[src/hw/spi_port_regs.svh]
/*
 * constants of the half duplex spi slave port: timing, widths, idle values.
 * assumes a 100 MHz core clock; included by the package and the port module.
 */
`ifndef SPI_PORT_REGS_SVH
`define SPI_PORT_REGS_SVH

// ----------------------------------------
// timing
// ----------------------------------------
`define CLK_PERIOD_NS 10
`define RESP_TIMEOUT_MS 500
`define RESP_TIMEOUT_CYCLES (`RESP_TIMEOUT_MS * 1000000 / `CLK_PERIOD_NS)
`define TMO_W 26

// ----------------------------------------
// byte layout and idle values
// ----------------------------------------
`define BYTE_W 8
`define BIT_CNT_W 3
`define BIT_LAST 3'h7
`define IDLE_BYTE 8'h00
`define FRAME_SYNC 8'hAA
`define FRAME_TERM 8'h00

`endif

[src/hw/spi_port_pkg.sv]
/*
 * types of the half duplex spi slave port.
 * assumes spi_port_regs.svh is on the include path.
 */
`include "spi_port_regs.svh"

package spi_port_pkg;

    typedef enum logic [0:0] {ST_RX, ST_TX} port_mode_t;

    typedef struct packed {
        port_mode_t state;
        logic rs_m;
        logic rs_s;
        logic rs_d;
        logic sclk_m;
        logic sclk_s;
        logic sclk_d;
        logic ssn_m;
        logic ssn_s;
        logic mosi_m;
        logic mosi_s;
        logic [`BIT_CNT_W-1:0] bit_cnt;
        logic [`BYTE_W-1:0] rx_sh;
        logic [`BYTE_W-1:0] rx_data;
        logic rx_valid;
        logic [`BYTE_W-1:0] sh_tx;
        logic cur_valid;
        logic cur_last;
        logic [`BYTE_W-1:0] buf_data;
        logic buf_full;
        logic buf_last;
        logic last_taken;
        logic resp_ready;
        logic miso;
        logic miso_oe;
        logic [`TMO_W-1:0] tmo;
    } port_state_t;

endpackage : spi_port_pkg

[src/hw/half_duplex_spi_slave_port.sv]
/*
 * half duplex spi slave port, mode 0, byte wide, with resync pin and
 * response timeout. assumes pins arrive asynchronously and that the user
 * side runs on clk_i and hands response bytes over valid/ready.
 */
`timescale 1ns/1ps
`include "spi_port_regs.svh"

module half_duplex_spi_slave_port #(
    parameter int unsigned TIMEOUT_CYCLES = `RESP_TIMEOUT_CYCLES
) (
    input wire logic clk_i,
    input wire logic rst_b_i,
    input wire logic sclk_i,
    input wire logic port_select_n_i,
    input wire logic mosi_i,
    input wire logic resync_i,
    output logic miso_o,
    output logic miso_oe_o,
    output logic [`BYTE_W-1:0] rx_data_o,
    output logic rx_valid_o,
    input wire logic [`BYTE_W-1:0] resp_data_i,
    input wire logic resp_valid_i,
    input wire logic resp_last_i,
    output logic resp_ready_o,
    output logic busy_o
);

    localparam logic [`TMO_W-1:0] TMO_LAST = `TMO_W'(TIMEOUT_CYCLES - 1);

    spi_port_pkg::port_state_t q;
    spi_port_pkg::port_state_t d;

    logic sclk_rise;
    logic sclk_fall;
    logic resync_rise;
    logic take;

    // ----------------------------------------
    // flush of response state
    // ----------------------------------------
    function automatic spi_port_pkg::port_state_t flush_resp(
        input spi_port_pkg::port_state_t s
    );
        spi_port_pkg::port_state_t r;
        r = s;
        r.state = spi_port_pkg::ST_RX;
        r.buf_full = 1'b0;
        r.buf_last = 1'b0;
        r.cur_valid = 1'b0;
        r.cur_last = 1'b0;
        r.last_taken = 1'b0;
        r.sh_tx = `IDLE_BYTE;
        r.tmo = '0;
        return r;
    endfunction : flush_resp

    assign sclk_rise = q.sclk_s & ~q.sclk_d;
    assign sclk_fall = ~q.sclk_s & q.sclk_d;
    assign resync_rise = q.rs_s & ~q.rs_d;
    assign take = resp_valid_i & q.resp_ready;

    // ----------------------------------------
    // next state
    // ----------------------------------------
    always_comb
    begin
        d = q;
        d.rx_valid = 1'b0;
        d.rs_m = resync_i;
        d.rs_s = q.rs_m;
        d.rs_d = q.rs_s;
        d.sclk_m = sclk_i;
        d.sclk_s = q.sclk_m;
        d.sclk_d = q.sclk_s;
        d.ssn_m = port_select_n_i;
        d.ssn_s = q.ssn_m;
        d.mosi_m = mosi_i;
        d.mosi_s = q.mosi_m;
        if (take)
        begin
            d.buf_data = resp_data_i;
            d.buf_full = 1'b1;
            d.buf_last = resp_last_i;
            d.last_taken = resp_last_i;
        end
        if (q.ssn_s)
        begin
            d.bit_cnt = '0;
        end
        else if (sclk_rise)
        begin
            d.rx_sh = {q.rx_sh[`BYTE_W-2:0], q.mosi_s};
            d.bit_cnt = q.bit_cnt + `BIT_CNT_W'(1);
            if (q.bit_cnt == `BIT_LAST)
            begin
                // no stale bit leaks into a byte with nothing loaded
                d.sh_tx = `IDLE_BYTE;
                if (q.state == spi_port_pkg::ST_RX)
                begin
                    d.rx_data = {q.rx_sh[`BYTE_W-2:0], q.mosi_s};
                    d.rx_valid = 1'b1;
                end
                else if (q.cur_valid)
                begin
                    d.cur_valid = 1'b0;
                    if (q.cur_last)
                    begin
                        d.state = spi_port_pkg::ST_RX;
                        d.last_taken = 1'b0;
                        d.sh_tx = `IDLE_BYTE;
                        d.tmo = '0;
                    end
                end
            end
        end
        else if (sclk_fall && q.bit_cnt != '0)
        begin
            d.sh_tx = {q.sh_tx[`BYTE_W-2:0], 1'b0};
        end
        // load next response byte on a byte boundary while sclk rests low
        if (q.buf_full && !d.cur_valid && d.bit_cnt == '0 && !q.sclk_s)
        begin
            if (d.state == spi_port_pkg::ST_RX)
            begin
                d.state = spi_port_pkg::ST_TX;
                d.tmo = '0;
            end
            d.sh_tx = q.buf_data;
            d.cur_valid = 1'b1;
            d.cur_last = q.buf_last;
            d.buf_full = 1'b0;
        end
        if (q.state == spi_port_pkg::ST_TX && d.state == spi_port_pkg::ST_TX)
        begin
            if (q.tmo == TMO_LAST)
            begin
                d = flush_resp(d);
            end
            else
            begin
                d.tmo = q.tmo + `TMO_W'(1);
            end
        end
        if (resync_rise)
        begin
            d = flush_resp(d);
            d.bit_cnt = '0;
            d.rx_sh = '0;
        end
        d.resp_ready = ~d.buf_full & ~d.last_taken;
        d.miso = d.sh_tx[`BYTE_W-1];
        d.miso_oe = ~q.ssn_s;
    end

    // ----------------------------------------
    // state register
    // ----------------------------------------
    always_ff @(posedge clk_i or negedge rst_b_i)
    begin
        if (!rst_b_i)
        begin
            q <= '{state: spi_port_pkg::ST_RX, ssn_m: 1'b1, ssn_s: 1'b1, default: '0};
        end
        else
        begin
            q <= d;
        end
    end

    assign miso_o = q.miso;
    assign miso_oe_o = q.miso_oe;
    assign rx_data_o = q.rx_data;
    assign rx_valid_o = q.rx_valid;
    assign resp_ready_o = q.resp_ready;
    assign busy_o = (q.state == spi_port_pkg::ST_TX);
endmodule : half_duplex_spi_slave_port

[config.mk]
export PLATFORM = sky130hd
export DESIGN_NAME = half_duplex_spi_slave_port
export DESIGN_NICKNAME = d
export VERILOG_FILES = /design/src/hw/spi_port_pkg.sv /design/src/hw/half_duplex_spi_slave_port.sv
export VERILOG_INCLUDE_DIRS = /design/src /design/src/hw
export SDC_FILE = /design/constraint.sdc
export NUM_CORES = 1
export LEC_CHECK = 0
export ABC_AREA = 1
export BUFFER_PORTS_ARGS = -buffer_cell sky130_fd_sc_hd__clkbuf_2
export CAP_MARGIN = 20
export CELL_PAD_IN_SITES_DETAIL_PLACEMENT = 0
export CELL_PAD_IN_SITES_GLOBAL_PLACEMENT = 1
export CORE_MARGIN = 1
export CORE_UTILIZATION = 45
export DETAILED_ROUTE_END_ITERATION = 8
export GPL_TIMING_DRIVEN = 1
export PLACE_DENSITY_LB_ADDON = 0.1
export SLEW_MARGIN = 20
export SYNTH_ARGS = -nofsm -noshare
export SYNTH_HDL_FRONTEND = slang
export SYNTH_SLANG_ARGS = --single-unit
[constraint.sdc]
create_clock -name clk_i -period 2.2 [get_ports clk_i]
set_clock_uncertainty 0.15 [all_clocks]
set_input_delay 0.44 -clock clk_i [delete_from_list [all_inputs] [get_ports clk_i]]
set_output_delay 0.44 -clock clk_i [all_outputs]
set_load 0.02 [all_outputs]
==> results.yml, run 1 <==
global_route:
  grt_max_degree: 38
  grtUsageTotal_pct: 22.2
  grt_pass1_vias: 3537
  grt_pass1_wl_um: 17600
  antenna_found_initial: 0
  grt.overflow.total: 0
synthesis:
  syn_area_per_cell_um2: 7.38
  synth_common_cells: "nand2_1 (163), nor2_1 (92), dfrtp_1 (77)"
  synthFlopType: "dfrtp_1"
  netlist_area_um2: 4540
  synth_top_area_share_pct: 42.4
  synth_area_leaders: "dfrtp_1 (42%), nand2_1 (13%), nor2_1 (7.6%)"
  synth.ff_latch_count: 79
  ys_types: 33
  synth_nets: 636
  yosys.area.top_type: "dfrtp_1"
  syn_inst: 616
  ys_seq_area_share_pct: 43.6
  synth_edf_count: 0
  synth.most_common_cell: "nand2_1"
  yosys_warnings: 0
  synthArstFlopShare_pct: 100
power_and_ir_drop:
  peakVddDrop_mv: 0.430
  switching_share_pct: 39.9
  power_frac_clock_pct: 20.7
  power.total_mw: 4.79
  seqPwrFrac_pct: 43.3
  p_comb_share_pct: 36.0
  power.internal_mw: 2.88
  p_per_area_nw_per_um2: 956
  p_leak_nw: 2.43
  netSwitchingPower_mw: 1.91
placement:
  dp_hpwl_um: 7520
  port_buffers: 28
  post_dp_cell_area_um2: 4810
  place_congestion: 0.833
critical_path:
  start_kind: "flop"
  startpoint: "q[67]"
  path_cells: "ha_1 -> ha_1 -> nand2_8 -> nor2_4 -> a21boi_4 -> nand2_4 -> nand2_4 -> a21oi_1"
  path_class: "reg -> reg"
  worst_setup_path_end_kind: "flop"
  r2r-start: "q[67]"
  cp.required_ns: 2.29
  crit_buf_inv: 0
  cp_max_fo: 18
  slowest_delay_ns: 0.40
  cp_slowest_cell: "dfrtp_1"
  crit_family: "simple AND/OR/NAND/NOR gates"
  crit_arrival_ns: 2.13
finish:
  utilization_pct: 51.3
  syn_to_final_growth_pct: 10.3
  diodes: 0
  fin_area_um2: 5010
  n_fill_cell: 995
  fin_nets: 668
  layout-drive-gt1-share_pct: 15.3
route:
  drt_wl_total_um: 10400
  ant_nets: 0
  drtIter0Drc: 170
  vias_per_cell: 5.00
  dr.max_layer_used: "met4"
  drc_errors: 0
  wl_met2_um: 4590
  drt_pre_antenna_iters: 4
  dr_wl_met3_um: 398
  avgRoutedWirePerCell_um: 13.3
  num_vias: 3924
  wl_met1_um: 5350
clock_network:
  cts_tree: "built"
  cts_buffers: 9
  clkLatencyLatePin_ns: 0.36
  clkTransAtPathRegs_ns: 0.09
  htreeDepth: 3
  cts.sinks: 79
  cts-root-buf: "clkbuf_8"
  cts_buffer_depth: 2
timing:
  rsz0062_at_grt: "false"
  fin_crit_sh_pct: 92.7
  hold_slack_ns: 0.0243
  slew_violations: 0
  fin_setup_tns_ns: 0
  finalHoldViolCount: 0
  period_needed_ns: 2.04
  setup_viol: 0
  worst_pin_slew_ns: 0.514
  fmax_mhz: 490
  maxSlewHeadroom_pct: 65.7
run:
  maxCapViolations: 0
run_status:
  status: "finished clean"
min_path:
  hold_path_class: "in -> reg"
  hold_start: "mosi_i"
floorplanning:
  initial_core_util_pct: 46.5
  core_um2: 9770
  die_w_um: 102
  pin_count: 29
  die_area_um2: 10500
  row_count: 36
  die_y_um: 102
metal layers:
metal,vias up,track usage (%)
li1,1986,-
met1,1849,32.9
met2,77,32.7
met3,12,4.51
met4,0,5.93
met5,-,0
final timing paths:
check / endpoint / slack, ns / cells after the start
hold reg to reg: q[78] / 0.21 / 0
max in group asynchronous: q[40] / 0.85 / 3
hold / removal: q[71] / 0.02 / 1
setup / recovery: q[19] / 0.16 / 8
setup reg to reg: q[19] / 0.16 / 8
min in group asynchronous: rx_data_o[1] / 0.44 / 2
per-stage QoR:
step	instances	setup slack (ns)
3_3_place_gp	767	0.186
2_1_floorplan	616	0.309
3_5_place_dp	767	0.152
5_1_grt	785	0.0419
4_1_cts	784	0.131
6_report	785	0.160
logic make-up (layout without fill, tap and decap cells):
logic type | after synthesis | in the layout | share of synthesized area [%]
flops | 79 | 79 | 43.6
buf+inv | 103 | 139 | 11.0
compound gates | 72 | 72 | 8.73
simple gates | 354 | 354 | 34.8
xor+xnor | 4 | 4 | 0.771
fa+ha+maj | 4 | 4 | 1.10
final cells by class:
cell class / count / area (µm²) / share of cell area, %
well taps: 133 / 166 / 3.32
flip-flops and latches: 79 / 1980 / 39.5
multi-input cells: 434 / 2070 / 41.2
clock inverters: 6 / 46.3 / 0.924
clock buffers: 9 / 124 / 2.47
inverters: 78 / 293 / 5.84
repair buffers: 46 / 335 / 6.69
sequential cells by signal, summed over array words and instances, names as in the netlist:
name / flops
rx_data_o: 8
miso_o: 1
busy_o: 1
q: 66
miso_oe_o: 1
resp_ready_o: 1
rx_valid_o: 1
timing repair:
| item | CTS | global route |
|---|---|---|
| setup buffers | 0 | 0 |
| setup endpoints to repair | 0 | 8 |
| hold endpoints to repair | 36 | 1 |
| gates resized for setup | 0 | 2 |
| hold buffers | 2 | 1 |
cells in the final DEF (no fill, tap or decap):
cell type	netlist	final
nand3_4	1	1
o31ai_1	1	1
nand3_2	1	1
inv_8	0	1
and2_1	1	1
dlygate4sd3_1	0	3
nand2_4	2	2
buf_12	0	4
clkinv_2	0	2
clkinvlp_4	0	1
nand4_1	5	5
nor2_4	4	4
inv_1	72	72
nand2_1	163	162
nor2_8	1	1
xor2_1	4	4
clkbuf_8	0	9
a21boi_4	1	1
nor2_1	92	92
o22ai_1	7	7
o21ai_0	22	21
a21oi_1	30	30
nor2_2	13	13
o21ai_1	10	11
dfstp_2	2	2
or2_2	2	2
nor3_4	1	1
nand2_8	1	1
inv_2	6	6
clkinv_4	0	1
nor3_1	6	6
ha_1	4	4
inv_6	0	1
nand3_1	56	56
buf_4	12	12
dfrtp_1	77	77
clkbuf_2	0	27
nand2_2	5	6
o21ai_4	1	1
power by group through the flow:
stage	logic (mW)	registers [mW]	clock network, mW
finish	1.72	2.07	0.990
global route	2.01	2.12	1.08
CTS	1.74	2.07	1.03
detailed placement	1.73	2.10	0
global placement	1.69	2.10	0
floorplan	1.34	2.05	0
(Power assumes the default switching activity.)
==> run 2: changes to the inputs <==
--- a/config.mk
+++ b/config.mk
@@ -16,6 +16,7 @@
 export DETAILED_ROUTE_END_ITERATION = 8
 export GPL_TIMING_DRIVEN = 1
 export PLACE_DENSITY_LB_ADDON = 0.1
+export RECOVER_POWER = 25
 export SLEW_MARGIN = 20
 export SYNTH_ARGS = -nofsm -noshare
 export SYNTH_HDL_FRONTEND = slang
==> results.yml, run 2 (synthesis gave the netlist of run 1 again) <==
run_status:
  status: "finished clean"
clock_network:
  cts.sinks: 79
  cts_setup_buffers: 0
  cts_tree: "built"
  clkLatencyLatePin_ns: 0.36
  cts-root-buf: "clkbuf_8"
  cts_buffers: 9
  cts_buffer_depth: 2
  clkTransAtPathRegs_ns: 0.09
  htreeDepth: 3
run:
  maxCapViolations: 0
route:
  num_vias: 3930
  drt_pre_antenna_iters: 5
  drc_errors: 0
  ant_nets: 0
  drt_wl_total_um: 10400
  drtIter0Drc: 171
  avgRoutedWirePerCell_um: 13.3
  vias_per_cell: 5.01
power_and_ir_drop:
  power.total_mw: 4.78
  peakVddDrop_mv: 0.429
  p_leak_nw: 2.43
  p_per_area_nw_per_um2: 956
timing:
  fmax_mhz: 488
  fin_setup_tns_ns: 0
  rsz0062_at_grt: "false"
  finalHoldViolCount: 0
  fin_crit_sh_pct: 93.2
  setup_viol: 0
  period_needed_ns: 2.05
  hold_slack_ns: 0.0244
  slew_violations: 0
  maxSlewHeadroom_pct: 33.3
  worst_pin_slew_ns: 1.00
global_route:
  antenna_found_initial: 0
  grt_pass1_vias: 3537
  grtUsageTotal_pct: 22.2
  grt_max_degree: 38
  grt.overflow.total: 0
  grt_pass1_wl_um: 17600
finish:
  fin_nets: 668
  final_cell_mix: "nand2_1 (162), nor2_1 (92), dfrtp_1 (77)"
  syn_to_final_growth_pct: 10.1
  largest-register: "q"
  layout-drive-gt1-share_pct: 15.0
  fin_area_um2: 5000
  largest_reg_flops: 66
  final_common_cell: "nand2_1"
  diodes: 0
critical_path:
  worst_setup_path_end_kind: "flop"
  r2r_setup_slack_ns: 0.15
  r2r-start: "q[67]"
  path_class: "reg -> reg"
  path_cells: "ha_1 -> ha_1 -> nand2_8 -> nor2_4 -> a21boi_4 -> nand2_4 -> nand2_4 -> a21oi_1"
  cp_slowest_cell: "dfrtp_1"
  startpoint: "q[67]"
  crit_family: "simple AND/OR/NAND/NOR gates"
  crit_buf_inv: 0
  cp_max_fo: 18
  cp.required_ns: 2.29
  slowest_delay_ns: 0.40
  start_kind: "flop"
  crit_arrival_ns: 2.14
floorplanning:
  die_y_um: 102
  die_w_um: 102
  die_area_um2: 10500
  initial_core_util_pct: 46.5
  core_um2: 9770
  row_count: 36
  pin_count: 29
placement:
  port_buffers: 28
  dp_hpwl_um: 7520
  place_congestion: 0.833
  post_dp_cell_area_um2: 4810
min_path:
  hold_start: "mosi_i"
  hold_path_class: "in -> reg"
-- run 2: report_power, final --
group | internal [mW] | switching (mW)
Clock | 0.413 | 0.577
Sequential | 1.80 | 0.273
Combinational | 0.656 | 1.06
-- run 2: stage by stage --
step	instances	setup slack, ns	utilization, %
CTS	784	0.131	51.1
detailed placement	767	0.152	49.2
finish	785	0.151	51.2
global route	785	0.0333	51.2
floorplan	616	0.309	-
global placement	767	0.186	49.2
-- run 2: worst paths after layout --
check / end / depth (start not counted)
min in group asynchronous: rx_data_o[0] / 2
worst min register to register: q[78] / 0
max in group asynchronous: q[40] / 3
worst max-delay path: q[19] / 8
worst min-delay path: q[71] / 1
worst max register to register: q[19] / 8
-- run 2: timing repair --
item,in CTS,in global routing
hold buffers,2,1
setup endpoints to repair,0,8
gates resized for setup,0,2
hold endpoints to repair,36,1
-- run 2: layer usage --
layer	GRT usage [%]	part of all wire (%)	routed length, µm
met1	32.9	51	5310
met2	32.7	44	4570
met3	4.51	4.4	455
met4	5.93	1.0	108
met5	0	0	0
-- run 2: area by class of cell --
| type | instances | area [µm²] |
|---|---|---|
| clock buffers | 9 | 124 |
| well taps | 133 | 166 |
| flip-flops and latches | 79 | 1980 |
| fillers | 994 | 4770 |
| inverters | 78 | 293 |
| multi-input cells | 434 | 2070 |
| clock inverters | 6 | 46.3 |
| repair buffers | 46 | 329 |
==> run 3: changes to the inputs <==
--- a/config.mk
+++ b/config.mk
@@ -15,7 +15,7 @@
 export CORE_UTILIZATION = 45
 export DETAILED_ROUTE_END_ITERATION = 8
 export GPL_TIMING_DRIVEN = 1
-export PLACE_DENSITY_LB_ADDON = 0.1
+export PLACE_DENSITY = 0.77
 export RECOVER_POWER = 25
 export SLEW_MARGIN = 20
 export SYNTH_ARGS = -nofsm -noshare
==> constraint.sdc (replaced) <==
create_clock -name clk_i -period 2.2 [get_ports clk_i]
set_clock_uncertainty 0.15 [all_clocks]
set_input_delay 0.44 -clock clk_i [delete_from_list [all_inputs] [get_ports clk_i]]
set_output_delay 0.44 -clock clk_i [all_outputs]
set_load 0.01 [all_outputs]
==> results.yml, run 3 (synthesis gave the netlist of run 1 again) <==
run_status:
  status: "finished clean"
global_route:
  antenna_found_initial: 0
  grtUsageTotal_pct: 21.8
  grt_pass1_vias: 3527
  grt.overflow.total: 0
  grt_pass1_wl_um: 17400
  grt_max_degree: 41
floorplanning:
  core_um2: 9770
  die_area_um2: 10500
  die_w_um: 102
  die_y_um: 102
  pin_count: 29
  initial_core_util_pct: 46.5
  row_count: 36
finish:
  diodes: 0
  final_cell_mix: "nand2_1 (162), nor2_1 (92), dfrtp_1 (77)"
  largest_reg_flops: 66
  utilization_pct: 51.4
  syn_to_final_growth_pct: 10.5
  final_common_cell: "nand2_1"
  n_fill_cell: 1019
  stdcell_count: 786
  layout-drive-gt1-share_pct: 15.6
  largest-register: "q"
  fin_nets: 668
clock_network:
  cts_buffers: 9
  cts_tree: "built"
  cts.sinks: 79
  htreeDepth: 3
  cts_setup_buffers: 0
  clkTransAtPathRegs_ns: 0.09
  cts-root-buf: "clkbuf_8"
  clkLatencyLatePin_ns: 0.36
  cts_buffer_depth: 2
timing:
  fin_crit_sh_pct: 91.5
  finalHoldViolCount: 0
  worst_pin_slew_ns: 0.914
  fin_setup_tns_ns: 0
  period_needed_ns: 2.01
  slew_violations: 0
  fmax_mhz: 497
  maxSlewHeadroom_pct: 39.1
  rsz0062_at_grt: "false"
  setup_viol: 0
route:
  ant_nets: 0
  num_vias: 3819
  vias_per_cell: 4.86
  avgRoutedWirePerCell_um: 13.1
  drt_pre_antenna_iters: 4
  drt_wl_total_um: 10300
  drc_errors: 0
  drtIter0Drc: 202
power_and_ir_drop:
  p_leak_nw: 2.44
  p_per_area_nw_per_um2: 960
  power.total_mw: 4.82
  peakVddDrop_mv: 0.459
placement:
  place_congestion: 0.869
  place_inst: 768
  dp_hpwl_um: 7390
  port_buffers: 28
critical_path:
  cp.required_ns: 2.28
  path_class: "reg -> reg"
  crit_arrival_ns: 2.10
  worst_setup_path_end_kind: "flop"
  cp_max_fo: 18
  r2r-start: "q[67]"
  startpoint: "q[67]"
  start_kind: "flop"
min_path:
  hold_path_class: "in -> reg"
  hold_start: "sclk_i"
run:
  maxCapViolations: 0
-- run 3: timing repair --
action / in CTS / in global routing
hold buffers: 2 / 0
gates resized for setup: 0 / 1
hold endpoints to repair: 32 / 0
setup endpoints to repair: 0 / 1
-- run 3: cell type report --
cell class                      instances  area [µm²]  share of cell area [%]
Multi-Input combinational cell        434        2070                    41.1
Sequential cell                        79        1980                    39.4
Inverter                               78         293                    5.83
Tap cell                              133         166                    3.31
Timing Repair Buffer                   46         330                    6.58
Clock inverter                          7        63.8                    1.27
Clock buffer                            9         124                    2.47
-- run 3: through the flow --
step	instance area, µm²	hold slack (ns)	setup WS, ns
floorplan	4540	-0.00559	0.309
global placement	4810	0.182	0.237
detailed placement	4810	0.186	0.204
CTS	5020	0.0134	0.174
global route	5020	0.00115	0.0159
finish	5020	0.0291	0.187
-- run 3: report_power, final --
group,switching [mW],internal (mW),leakage [nW]
clock network,0.600,0.433,0.0899
registers,0.263,1.80,1.02
logic,1.05,0.673,1.32
total,1.91,2.91,2.44
-- run 3: critical path, cell delays in order (launching register included) --
cell	delay, ns
dfrtp_1	0.41
ha_1	0.21
ha_1	0.24
nand2_8	0.12
nor2_4	0.05
a21boi_4	0.28
nand2_4	0.11
nand2_4	0.24
a21oi_1	0.08
-- run 3: per-layer routing --
| layer | share of wire [%] | vias up | track usage [%] | wire length [µm] |
|---|---|---|---|---|
| li1 | - | 1989 | - | - |
| met1 | 51 | 1739 | 33.1 | 5280 |
| met2 | 43 | 80 | 31.7 | 4380 |
| met3 | 4.9 | 11 | 3.42 | 503 |
| met4 | 1.3 | 0 | 6.92 | 133 |
| met5 | 0 | - | 0 | 0 |
-- run 3: final timing paths --
kind                                 to  slack [ns]  cells past startpoint
hold reg to reg                   q[70]        0.20                      0
setup reg to reg                  q[23]        0.19                      8
hold / removal                    q[76]        0.03                      1
min in group asynchronous  rx_data_o[0]        0.60                      2
setup / recovery                  q[23]        0.19                      8
max in group asynchronous         q[14]        0.48                      3
